## src/svmon_params.svh

```systemverilog
// Constants for the supply monitor control block
`ifndef SVMON_PARAMS_SVH
`define SVMON_PARAMS_SVH

// ==========================================================
// Register offsets (plain register port)
`define SVMON_ADDR_CTRL       4'h0
`define SVMON_ADDR_STAT       4'h1
`define SVMON_ADDR_STAT_RAW   4'h2

// ==========================================================
// Control and status field positions
`define SVMON_CTRL_EN_BIT     7
`define SVMON_CTRL_LVL_BIT    3
`define SVMON_CTRL_RST_BIT    2
`define SVMON_CTRL_FIE_BIT    1
`define SVMON_CTRL_RIE_BIT    0
`define SVMON_CTRL_RSVD_MASK  8'h70
`define SVMON_STAT_RSVD_MASK  8'hfc
`define SVMON_STAT_FALL_BIT   1
`define SVMON_STAT_RISE_BIT   0

// ==========================================================
// Reset values
`define SVMON_CTRL_RESET      8'h00
`define SVMON_FLAG_RESET      1'b0

// ==========================================================
// Timing
`define SVMON_RELEASE_CYCLES  131072
`define SVMON_CNT_W           18
// Software wait after enabling the detector, 50 us at 250 MHz
`define SVMON_EN_SETTLE_CYCLES 12500

`endif

```

## src/svmon_pkg.sv

```systemverilog
// Types for the supply monitor control block
package svmon_pkg;
    typedef enum logic [1:0] {
        SVMON_RUN,
        SVMON_LOW,
        SVMON_WAIT
    } svmon_state_t;
endpackage

```

## src/svmon_ctrl.sv

```systemverilog
// Supply monitor control: register, flags, interrupts, brownout reset
//
// Summary of operation
// Bit 7 enables detector; 0 holds detector unit in standby.
// Bits 6 to 4 read as 1; writes ignored.
// Bit 3 selects reset level: 0 low 2.3 V, 1 high 3.6 V.
// Software uses low level with interrupts, high level for reset only.
// Bit 2 enables internal reset on low voltage.
// Bit 1, reset 0, enables fall interrupt.
// Bit 0, reset 0, enables rise interrupt.
// Bits 7, 3, 2 cleared by power-on/watchdog reset, kept on brownout.
// Software programs only the supported setting combinations.
// Power-on reset always works; detector off makes other settings moot.
// Flags clear by writing 0 after reading 1; device sets on events.
// Rise flag set only if rise enable was 1 at the fall.
// After recovery, count 131072 cycles before releasing brownout reset.
// Software enables, waits 50 us, then sets reset enable; reverse off.
// Interrupt request is flag AND its enable, per direction.
`timescale 1ns/1ps
`include "svmon_params.svh"

module svmon_ctrl (
    input  wire logic       clk_sys,       // System clock, 250 MHz
    input  wire logic       rst_n,         // Power-on or watchdog reset
    input  wire logic [3:0] reg_addr,      // Register address
    input  wire logic [7:0] reg_wdata,     // Write data
    input  wire logic       reg_wr,        // Write strobe
    input  wire logic       reg_rd,        // Read strobe
    output logic      [7:0] reg_rdata,     // Read data, cycle after read
    input  wire logic       cmp_fall,      // Comparator: below fall level
    input  wire logic       cmp_rise,      // Comparator: above rise level
    input  wire logic       cmp_reset_lo,  // Comparator: below 2.3 V
    input  wire logic       cmp_reset_hi,  // Comparator: below 3.6 V
    output logic            monitor_on,    // Analog unit active
    output logic            level_sel,     // Reset level to analog unit
    output logic            brownout_rst,  // Internal reset request
    output logic            fall_irq,      // Fall interrupt request
    output logic            rise_irq       // Rise interrupt request
);

    // ======================================================
    // Input synchronisers
    logic [3:0] cmp_s1_r;
    logic [3:0] cmp_s2_r;

    always_ff @(posedge clk_sys or negedge rst_n) begin
        if (!rst_n) begin
            cmp_s1_r <= 4'h0;
            cmp_s2_r <= 4'h0;
        end else begin
            cmp_s1_r <= {cmp_fall, cmp_rise, cmp_reset_lo, cmp_reset_hi};
            cmp_s2_r <= cmp_s1_r;
        end
    end

    logic fall_s;
    logic rise_s;
    logic lo_s;
    logic hi_s;
    logic below_lvl;
    assign fall_s = cmp_s2_r[3];
    assign rise_s = cmp_s2_r[2];
    assign lo_s   = cmp_s2_r[1];
    assign hi_s   = cmp_s2_r[0];

    // ======================================================
    // Control register
    logic       en_r;
    logic       lvl_r;
    logic       rst_en_r;
    logic       fie_r;
    logic       rie_r;
    logic       bo_active;
    logic       wr_ctrl;
    logic       wr_stat;

    // Reset image of the control register
    localparam logic [7:0] CTRL_RST = `SVMON_CTRL_RESET;

    assign wr_ctrl = reg_wr && (reg_addr == `SVMON_ADDR_CTRL);
    assign wr_stat = reg_wr && (reg_addr == `SVMON_ADDR_STAT);

    // Fields kept across brownout; only rst_n clears them
    always_ff @(posedge clk_sys or negedge rst_n) begin
        if (!rst_n) begin
            en_r     <= CTRL_RST[`SVMON_CTRL_EN_BIT];
            lvl_r    <= CTRL_RST[`SVMON_CTRL_LVL_BIT];
            rst_en_r <= CTRL_RST[`SVMON_CTRL_RST_BIT];
        end else if (wr_ctrl) begin
            en_r     <= reg_wdata[`SVMON_CTRL_EN_BIT];
            lvl_r    <= reg_wdata[`SVMON_CTRL_LVL_BIT];
            rst_en_r <= reg_wdata[`SVMON_CTRL_RST_BIT];
        end
    end

    // Interrupt enables also cleared by brownout
    always_ff @(posedge clk_sys or negedge rst_n) begin
        if (!rst_n) begin
            fie_r <= CTRL_RST[`SVMON_CTRL_FIE_BIT];
            rie_r <= CTRL_RST[`SVMON_CTRL_RIE_BIT];
        end else if (bo_active) begin
            fie_r <= 1'b0;
            rie_r <= 1'b0;
        end else if (wr_ctrl) begin
            fie_r <= reg_wdata[`SVMON_CTRL_FIE_BIT];
            rie_r <= reg_wdata[`SVMON_CTRL_RIE_BIT];
        end
    end

    // ======================================================
    // Brownout reset sequencer
    svmon_pkg::svmon_state_t    state_r;
    logic [`SVMON_CNT_W-1:0]    cnt_r;
    localparam logic [`SVMON_CNT_W-1:0] CNT_LAST =
        `SVMON_CNT_W'(`SVMON_RELEASE_CYCLES - 1);

    assign below_lvl = lvl_r ? hi_s : lo_s;

    // Release wait starts over if the supply dips again

    always_ff @(posedge clk_sys or negedge rst_n) begin
        if (!rst_n) begin
            state_r <= svmon_pkg::SVMON_RUN;
        end else begin
            unique case (state_r)
                svmon_pkg::SVMON_RUN: begin
                    if (en_r && rst_en_r && below_lvl) begin
                        state_r <= svmon_pkg::SVMON_LOW;
                    end
                end
                svmon_pkg::SVMON_LOW: begin
                    if (!below_lvl) begin
                        state_r <= svmon_pkg::SVMON_WAIT;
                    end
                end
                svmon_pkg::SVMON_WAIT: begin
                    if (below_lvl) begin
                        state_r <= svmon_pkg::SVMON_LOW;
                    end else if (cnt_r == CNT_LAST) begin
                        state_r <= svmon_pkg::SVMON_RUN;
                    end
                end
            endcase
        end
    end

    always_ff @(posedge clk_sys or negedge rst_n) begin
        if (!rst_n) begin
            cnt_r <= '0;
        end else if (state_r == svmon_pkg::SVMON_WAIT && !below_lvl) begin
            cnt_r <= cnt_r + 1'b1;
        end else begin
            cnt_r <= '0;
        end
    end

    assign bo_active = (state_r != svmon_pkg::SVMON_RUN);

    // ======================================================
    // Status flags
    logic fall_flag_r;
    logic rise_flag_r;
    logic fall_d_r;
    logic rise_d_r;
    logic armed_r;
    logic fall_seen_r;
    logic rise_seen_r;
    logic fall_ev;
    logic rise_ev;
    logic rd_stat;

    assign rd_stat = reg_rd && (reg_addr == `SVMON_ADDR_STAT);

    always_ff @(posedge clk_sys or negedge rst_n) begin
        if (!rst_n) begin
            fall_d_r <= 1'b0;
            rise_d_r <= 1'b0;
        end else begin
            fall_d_r <= fall_s;
            rise_d_r <= rise_s;
        end
    end

    assign fall_ev = en_r && fall_s && !fall_d_r;

    // Rise counts only after a fall taken while rise enable was 1
    // Pending rise lost once supply sinks below the low reset level
    always_ff @(posedge clk_sys or negedge rst_n) begin
        if (!rst_n) begin
            armed_r <= 1'b0;
        end else if (bo_active || !en_r) begin
            armed_r <= 1'b0;
        end else if (lo_s) begin
            armed_r <= 1'b0;
        end else if (fall_ev) begin
            armed_r <= rie_r;
        end else if (rise_ev) begin
            armed_r <= 1'b0;
        end
    end

    assign rise_ev = en_r && armed_r && rise_s && !rise_d_r;

    // Read-as-1 memory for write-0 clear
    always_ff @(posedge clk_sys or negedge rst_n) begin
        if (!rst_n) begin
            fall_seen_r <= 1'b0;
            rise_seen_r <= 1'b0;
        end else if (bo_active) begin
            fall_seen_r <= 1'b0;
            rise_seen_r <= 1'b0;
        end else begin
            if (rd_stat && fall_flag_r) begin
                fall_seen_r <= 1'b1;
            end else if (!fall_flag_r) begin
                fall_seen_r <= 1'b0;
            end
            if (rd_stat && rise_flag_r) begin
                rise_seen_r <= 1'b1;
            end else if (!rise_flag_r) begin
                rise_seen_r <= 1'b0;
            end
        end
    end

    // Set wins over clear
    always_ff @(posedge clk_sys or negedge rst_n) begin
        if (!rst_n) begin
            fall_flag_r <= `SVMON_FLAG_RESET;
            rise_flag_r <= `SVMON_FLAG_RESET;
        end else if (bo_active) begin
            fall_flag_r <= `SVMON_FLAG_RESET;
            rise_flag_r <= `SVMON_FLAG_RESET;
        end else begin
            if (fall_ev) begin
                fall_flag_r <= 1'b1;
            end else if (wr_stat && fall_seen_r &&
                         !reg_wdata[`SVMON_STAT_FALL_BIT]) begin
                fall_flag_r <= 1'b0;
            end
            if (rise_ev) begin
                rise_flag_r <= 1'b1;
            end else if (wr_stat && rise_seen_r &&
                         !reg_wdata[`SVMON_STAT_RISE_BIT]) begin
                rise_flag_r <= 1'b0;
            end
        end
    end

    // ======================================================
    // Outputs
    // Requests lag their flags by one cycle
    always_ff @(posedge clk_sys or negedge rst_n) begin
        if (!rst_n) begin
            monitor_on   <= 1'b0;
            level_sel    <= 1'b0;
            brownout_rst <= 1'b0;
            fall_irq     <= 1'b0;
            rise_irq     <= 1'b0;
        end else begin
            monitor_on   <= en_r;
            level_sel    <= lvl_r;
            brownout_rst <= bo_active;
            fall_irq     <= en_r && fall_flag_r && fie_r;
            rise_irq     <= en_r && rise_flag_r && rie_r;
        end
    end

    // ======================================================
    // Register read
    logic [7:0] ctrl_view;
    logic [7:0] stat_view;

    always_comb begin
        ctrl_view = `SVMON_CTRL_RSVD_MASK;
        ctrl_view[`SVMON_CTRL_EN_BIT]  = en_r;
        ctrl_view[`SVMON_CTRL_LVL_BIT] = lvl_r;
        ctrl_view[`SVMON_CTRL_RST_BIT] = rst_en_r;
        ctrl_view[`SVMON_CTRL_FIE_BIT] = fie_r;
        ctrl_view[`SVMON_CTRL_RIE_BIT] = rie_r;
        stat_view = `SVMON_STAT_RSVD_MASK;
        stat_view[`SVMON_STAT_FALL_BIT] = fall_flag_r;
        stat_view[`SVMON_STAT_RISE_BIT] = rise_flag_r;
    end

    always_ff @(posedge clk_sys or negedge rst_n) begin
        if (!rst_n) begin
            reg_rdata <= 8'h00;
        end else if (reg_rd) begin
            unique case (reg_addr)
                `SVMON_ADDR_CTRL:     reg_rdata <= ctrl_view;
                `SVMON_ADDR_STAT:     reg_rdata <= stat_view;
                `SVMON_ADDR_STAT_RAW: reg_rdata <= {4'h0, cmp_s2_r};
                default:              reg_rdata <= 8'h00;
            endcase
        end else begin
            reg_rdata <= 8'h00;
        end
    end

endmodule

```

## config.mk

```make
export PLATFORM = sky130hd
export DESIGN_NAME = svmon_ctrl
export DESIGN_NICKNAME = d
export VERILOG_FILES = /design/src/svmon_pkg.sv /design/src/svmon_ctrl.sv
export VERILOG_INCLUDE_DIRS = /design/src
export SDC_FILE = /design/constraint.sdc
export NUM_CORES = 1
export LEC_CHECK = 0
export ABC_AREA = 1
export ABC_CLOCK_PERIOD_IN_PS = 3300
export BUFFER_PORTS_ARGS = -buffer_cell sky130_fd_sc_hd__clkbuf_2
export CAP_MARGIN = 15
export CORE_ASPECT_RATIO = 1.75
export CORE_MARGIN = 3
export CORE_UTILIZATION = 60
export CTS_CLUSTER_SIZE = 28
export DETAILED_ROUTE_END_ITERATION = 16
export PLACE_DENSITY = 0.84
export RECOVER_POWER = 100
export SETUP_SLACK_MARGIN = 0.1
export SLEW_MARGIN = 20
export SYNTH_ARGS = -nofsm -noshare
export SYNTH_HDL_FRONTEND = slang
export SYNTH_SLANG_ARGS = --single-unit
```

## constraint.sdc

```tcl
create_clock -name clk_sys -period 3.3 [get_ports clk_sys]
set_input_delay 0.165 -clock clk_sys [delete_from_list [all_inputs] [get_ports clk_sys]]
set_output_delay 0.165 -clock clk_sys [all_outputs]
set_load 0.01 [all_outputs]
```

==> results.tsv <==
metric	value	unit
layout overhead on the synthesized area	13.3	%
Skew-Pair Late Insertion Delay	0.31	ns
PwrDens	519	nW/um2
worst-path cell with the longest stage delay	sky130_fd_sc_hd__nor2_1	
HP Class	primary input to flip-flop	
max-cap violation count	1	
area of the core	3500	um2
outcome	finished, violations left	
count of cells resized by post-cts repair	0	
vias in the first global route	1907	
commonest non-fill, non-tap cell in the layout	sky130_fd_sc_hd__nand2_1	
worst path required time	3.55	ns
Max H-tree Level	2	
total detailed-routing wirelength	4.67	mm
post-route fraction of the period consumed by the critical path	62.3	%
largest area contributor in the synthesized netlist	sky130_fd_sc_hd__dfrtp_1	
pin count of the biggest net entering global routing	34	
sink count of the clock tree	51	
CP arrival	2.30	ns
RSZ-0062 raised after global routing	false	
final HPWL from detailed placement	3.45	mm
count of endpoints failing setup in the final report	0	
Setup crit start kind	flip-flop	
most frequent cells in the layout	73 x sky130_fd_sc_hd__nand2_1, 51 x sky130_fd_sc_hd__dfrtp_1, 45 x sky130_fd_sc_hd__nor2_1	
most area-consuming cells after synthesis	sky130_fd_sc_hd__dfrtp_1 56%, sky130_fd_sc_hd__nand2_1 12%, sky130_fd_sc_hd__nor2_1 7.0%, sky130_fd_sc_hd__inv_1 5.6%, sky130_fd_sc_hd__nand3_1 3.1%	
kind of cell adding the most delay to the critical path	simple AND/OR/NAND/NOR gates	
initial standard-cell utilization of the core	64.5	%
actual transition at the worst max-transition pin	1.68	ns
most used flip-flop cell after synthesis	sky130_fd_sc_hd__dfrtp_1	
clock period minus worst slack	2.05	ns
number of iterations in the first detailed-routing pass	4	
clock tree skew after final layout	0.00804	ns
Worst path max stage delay	0.71	ns
number of CTS-inserted buffers	5	
cts hold-fix bufs	5	
maximum net fanout on the critical path	14	
drt first-iter violations	64	
cell chain of the critical path	nand2_1 > o21ai_0 > nor2_1 > inv_1 > nor2_1 > o21a_1	
ratio of cells with drive above 1 in the final layout	11.4	%
nature of the critical path endpoint	flip-flop	
number of setup buffers added after CTS	0	
TritonCTS clock tree	built	
number of cells produced by synthesis	266	
die outline width	52.4	um
Post-Route Setup TNS	0	ns
Slew Limit Headroom	-12.1	%
weighted congestion at the end of routability-driven global placement	0.823	
overall overflow remaining after global route	0	
global-route wire length before repair	7.98	mm
area fraction of the dominant cell type after synthesis	56.4	%
Yosys warnings	0	
failing checks	max-capacitance violations, max-slew violations	
clock root buffer master	sky130_fd_sc_hd__clkbuf_8	
share of the yosys chip area belonging to registers	56.4	%
global-route usage over all layers	23.8	%
number of synthesized flops with an enable pin	0	
max-slew violations	34	
floorplan row count	28	
number of hold-slack violations in the final timing report	0	
Die H	87.2	um
number of placed I/O pins	33	
crit path buf inv count	1	
type of the setup path with the least slack	flip-flop to flip-flop	
initial antenna violation count	0	
Layout Cells excl Fill	351	
n_diodes	0	
count of state elements after synthesis	51	
maximum ir drop on the vdd rail	0.000450	V
per-instance average area after synthesis	8.50	um2
number of DRC violations after detailed routing	0	
area enclosed by the die boundary	4570	um2
R2R Setup Slk	1.25	ns
maximum clock rate	487	MHz
proportion of register bits with asynchronous set or reset after synthesis	100	%
total instance count after detailed placement	338	
Cell variety after synth	27	
Via-to-Cell Ratio	5.12	
Final ANT Viol Nets	0	
worst hold margin	0.0491	ns
overall power	1.33	mW
synthesized net count	287	
Clock Pin Slew Worst Setup and Hold Paths	0.09	ns
post-synthesis instance area	2260	um2
post-detailed-route wirelength per cell	13.3	um
I/O Buffers	29	
number of nets in the layout	326	
total number of vias	1798	
LEAKAGE	1.27	nW
most used cell along the critical path	sky130_fd_sc_hd__nor2_1	
maximum number of buffers from clock root to sink	2	
## cells in the mapped netlist (2+ instances only)
library cell and number:
sky130_fd_sc_hd__a21oi_1 8, sky130_fd_sc_hd__a31oi_1 2, sky130_fd_sc_hd__buf_4 2, sky130_fd_sc_hd__dfrtp_1 51, sky130_fd_sc_hd__inv_1 34, sky130_fd_sc_hd__inv_2 2
sky130_fd_sc_hd__nand2_1 72, sky130_fd_sc_hd__nand2_2 5, sky130_fd_sc_hd__nand3_1 14, sky130_fd_sc_hd__nand4_1 4, sky130_fd_sc_hd__nor2_1 42, sky130_fd_sc_hd__nor2_2 3
sky130_fd_sc_hd__nor2_4 4, sky130_fd_sc_hd__o21ai_0 7, sky130_fd_sc_hd__o21ai_1 2, sky130_fd_sc_hd__o21ai_2 2, sky130_fd_sc_hd__o21bai_1 2
## per-stage QoR
stage	area [um2]	util, %	worst slack [ns]
2_1_floorplan	2260	-	2.10
3_3_place_gp	2440	69.8	1.70
3_5_place_dp	2440	69.8	1.63
4_1_cts	2610	74.5	1.60
5_1_grt	2560	73.1	1.04
6_report	2560	73.1	1.25
## worst min-delay path, delay by kind of cell
| kind | cells | cell delay, ns |
|---|---|---|
| buffers and inverters | 1 | 0.07 |
| and+or+nand+nor | 2 | 0.09 |
## layout make-up
type / count / area [um2]
Clock buffer: 6 / 82.6
Clock inverter: 2 / 35.0
Fill cell: 270 / 942
Inverter: 37 / 140
Multi-Input combinational cell: 175 / 786
Sequential cell: 51 / 1280
Tap cell: 45 / 56.3
Timing Repair Buffer: 35 / 185
## kinds of logic after synthesis
group / count (synthesis) / synth area share, %
simple gates: 148 / 28.8
flops: 51 / 56.4
buf+inv: 40 / 7.36
compound gates: 25 / 6.42
xor+xnor: 1 / 0.387
fa+ha+maj: 1 / 0.553
## final timing paths
| check | startpoint | endpoint | depth (start not counted) |
|---|---|---|---|
| worst min register to register | cmp_s1_r[2] | cmp_s2_r[2] | 0 |
| min in group asynchronous | rst_n | en_r | 2 |
| worst max-delay path | lvl_r | cnt_r[4] | 6 |
| worst min-delay path | reg_wdata[3] | lvl_r | 3 |
| max in group asynchronous | rst_n | cnt_r[16] | 3 |
| worst max register to register | lvl_r | cnt_r[4] | 6 |
## power by group
part	internal [mW]	switching [mW]
combinational	0.0523	0.121
clock	0.245	0.201
sequential	0.670	0.0390
total	0.968	0.361
## state kept, by name, summed over array words and instances (netlist names), 2 cells and up
signal,cells
cmp_s1_r,4
cnt_r,18
reg_rdata,6
state_r,2
cmp_s2_r,4
## per-layer routing
| layer | track usage (%) | vias up | share of wire, % |
|---|---|---|---|
| met5 | 0 | - | 0 |
| met4 | 13.5 | 0 | 3.7 |
| met3 | 3.77 | 14 | 4.0 |
| met2 | 44.5 | 45 | 57 |
| met1 | 23.5 | 843 | 35 |
| li1 | - | 896 | - |
(Power assumes the default switching activity.)
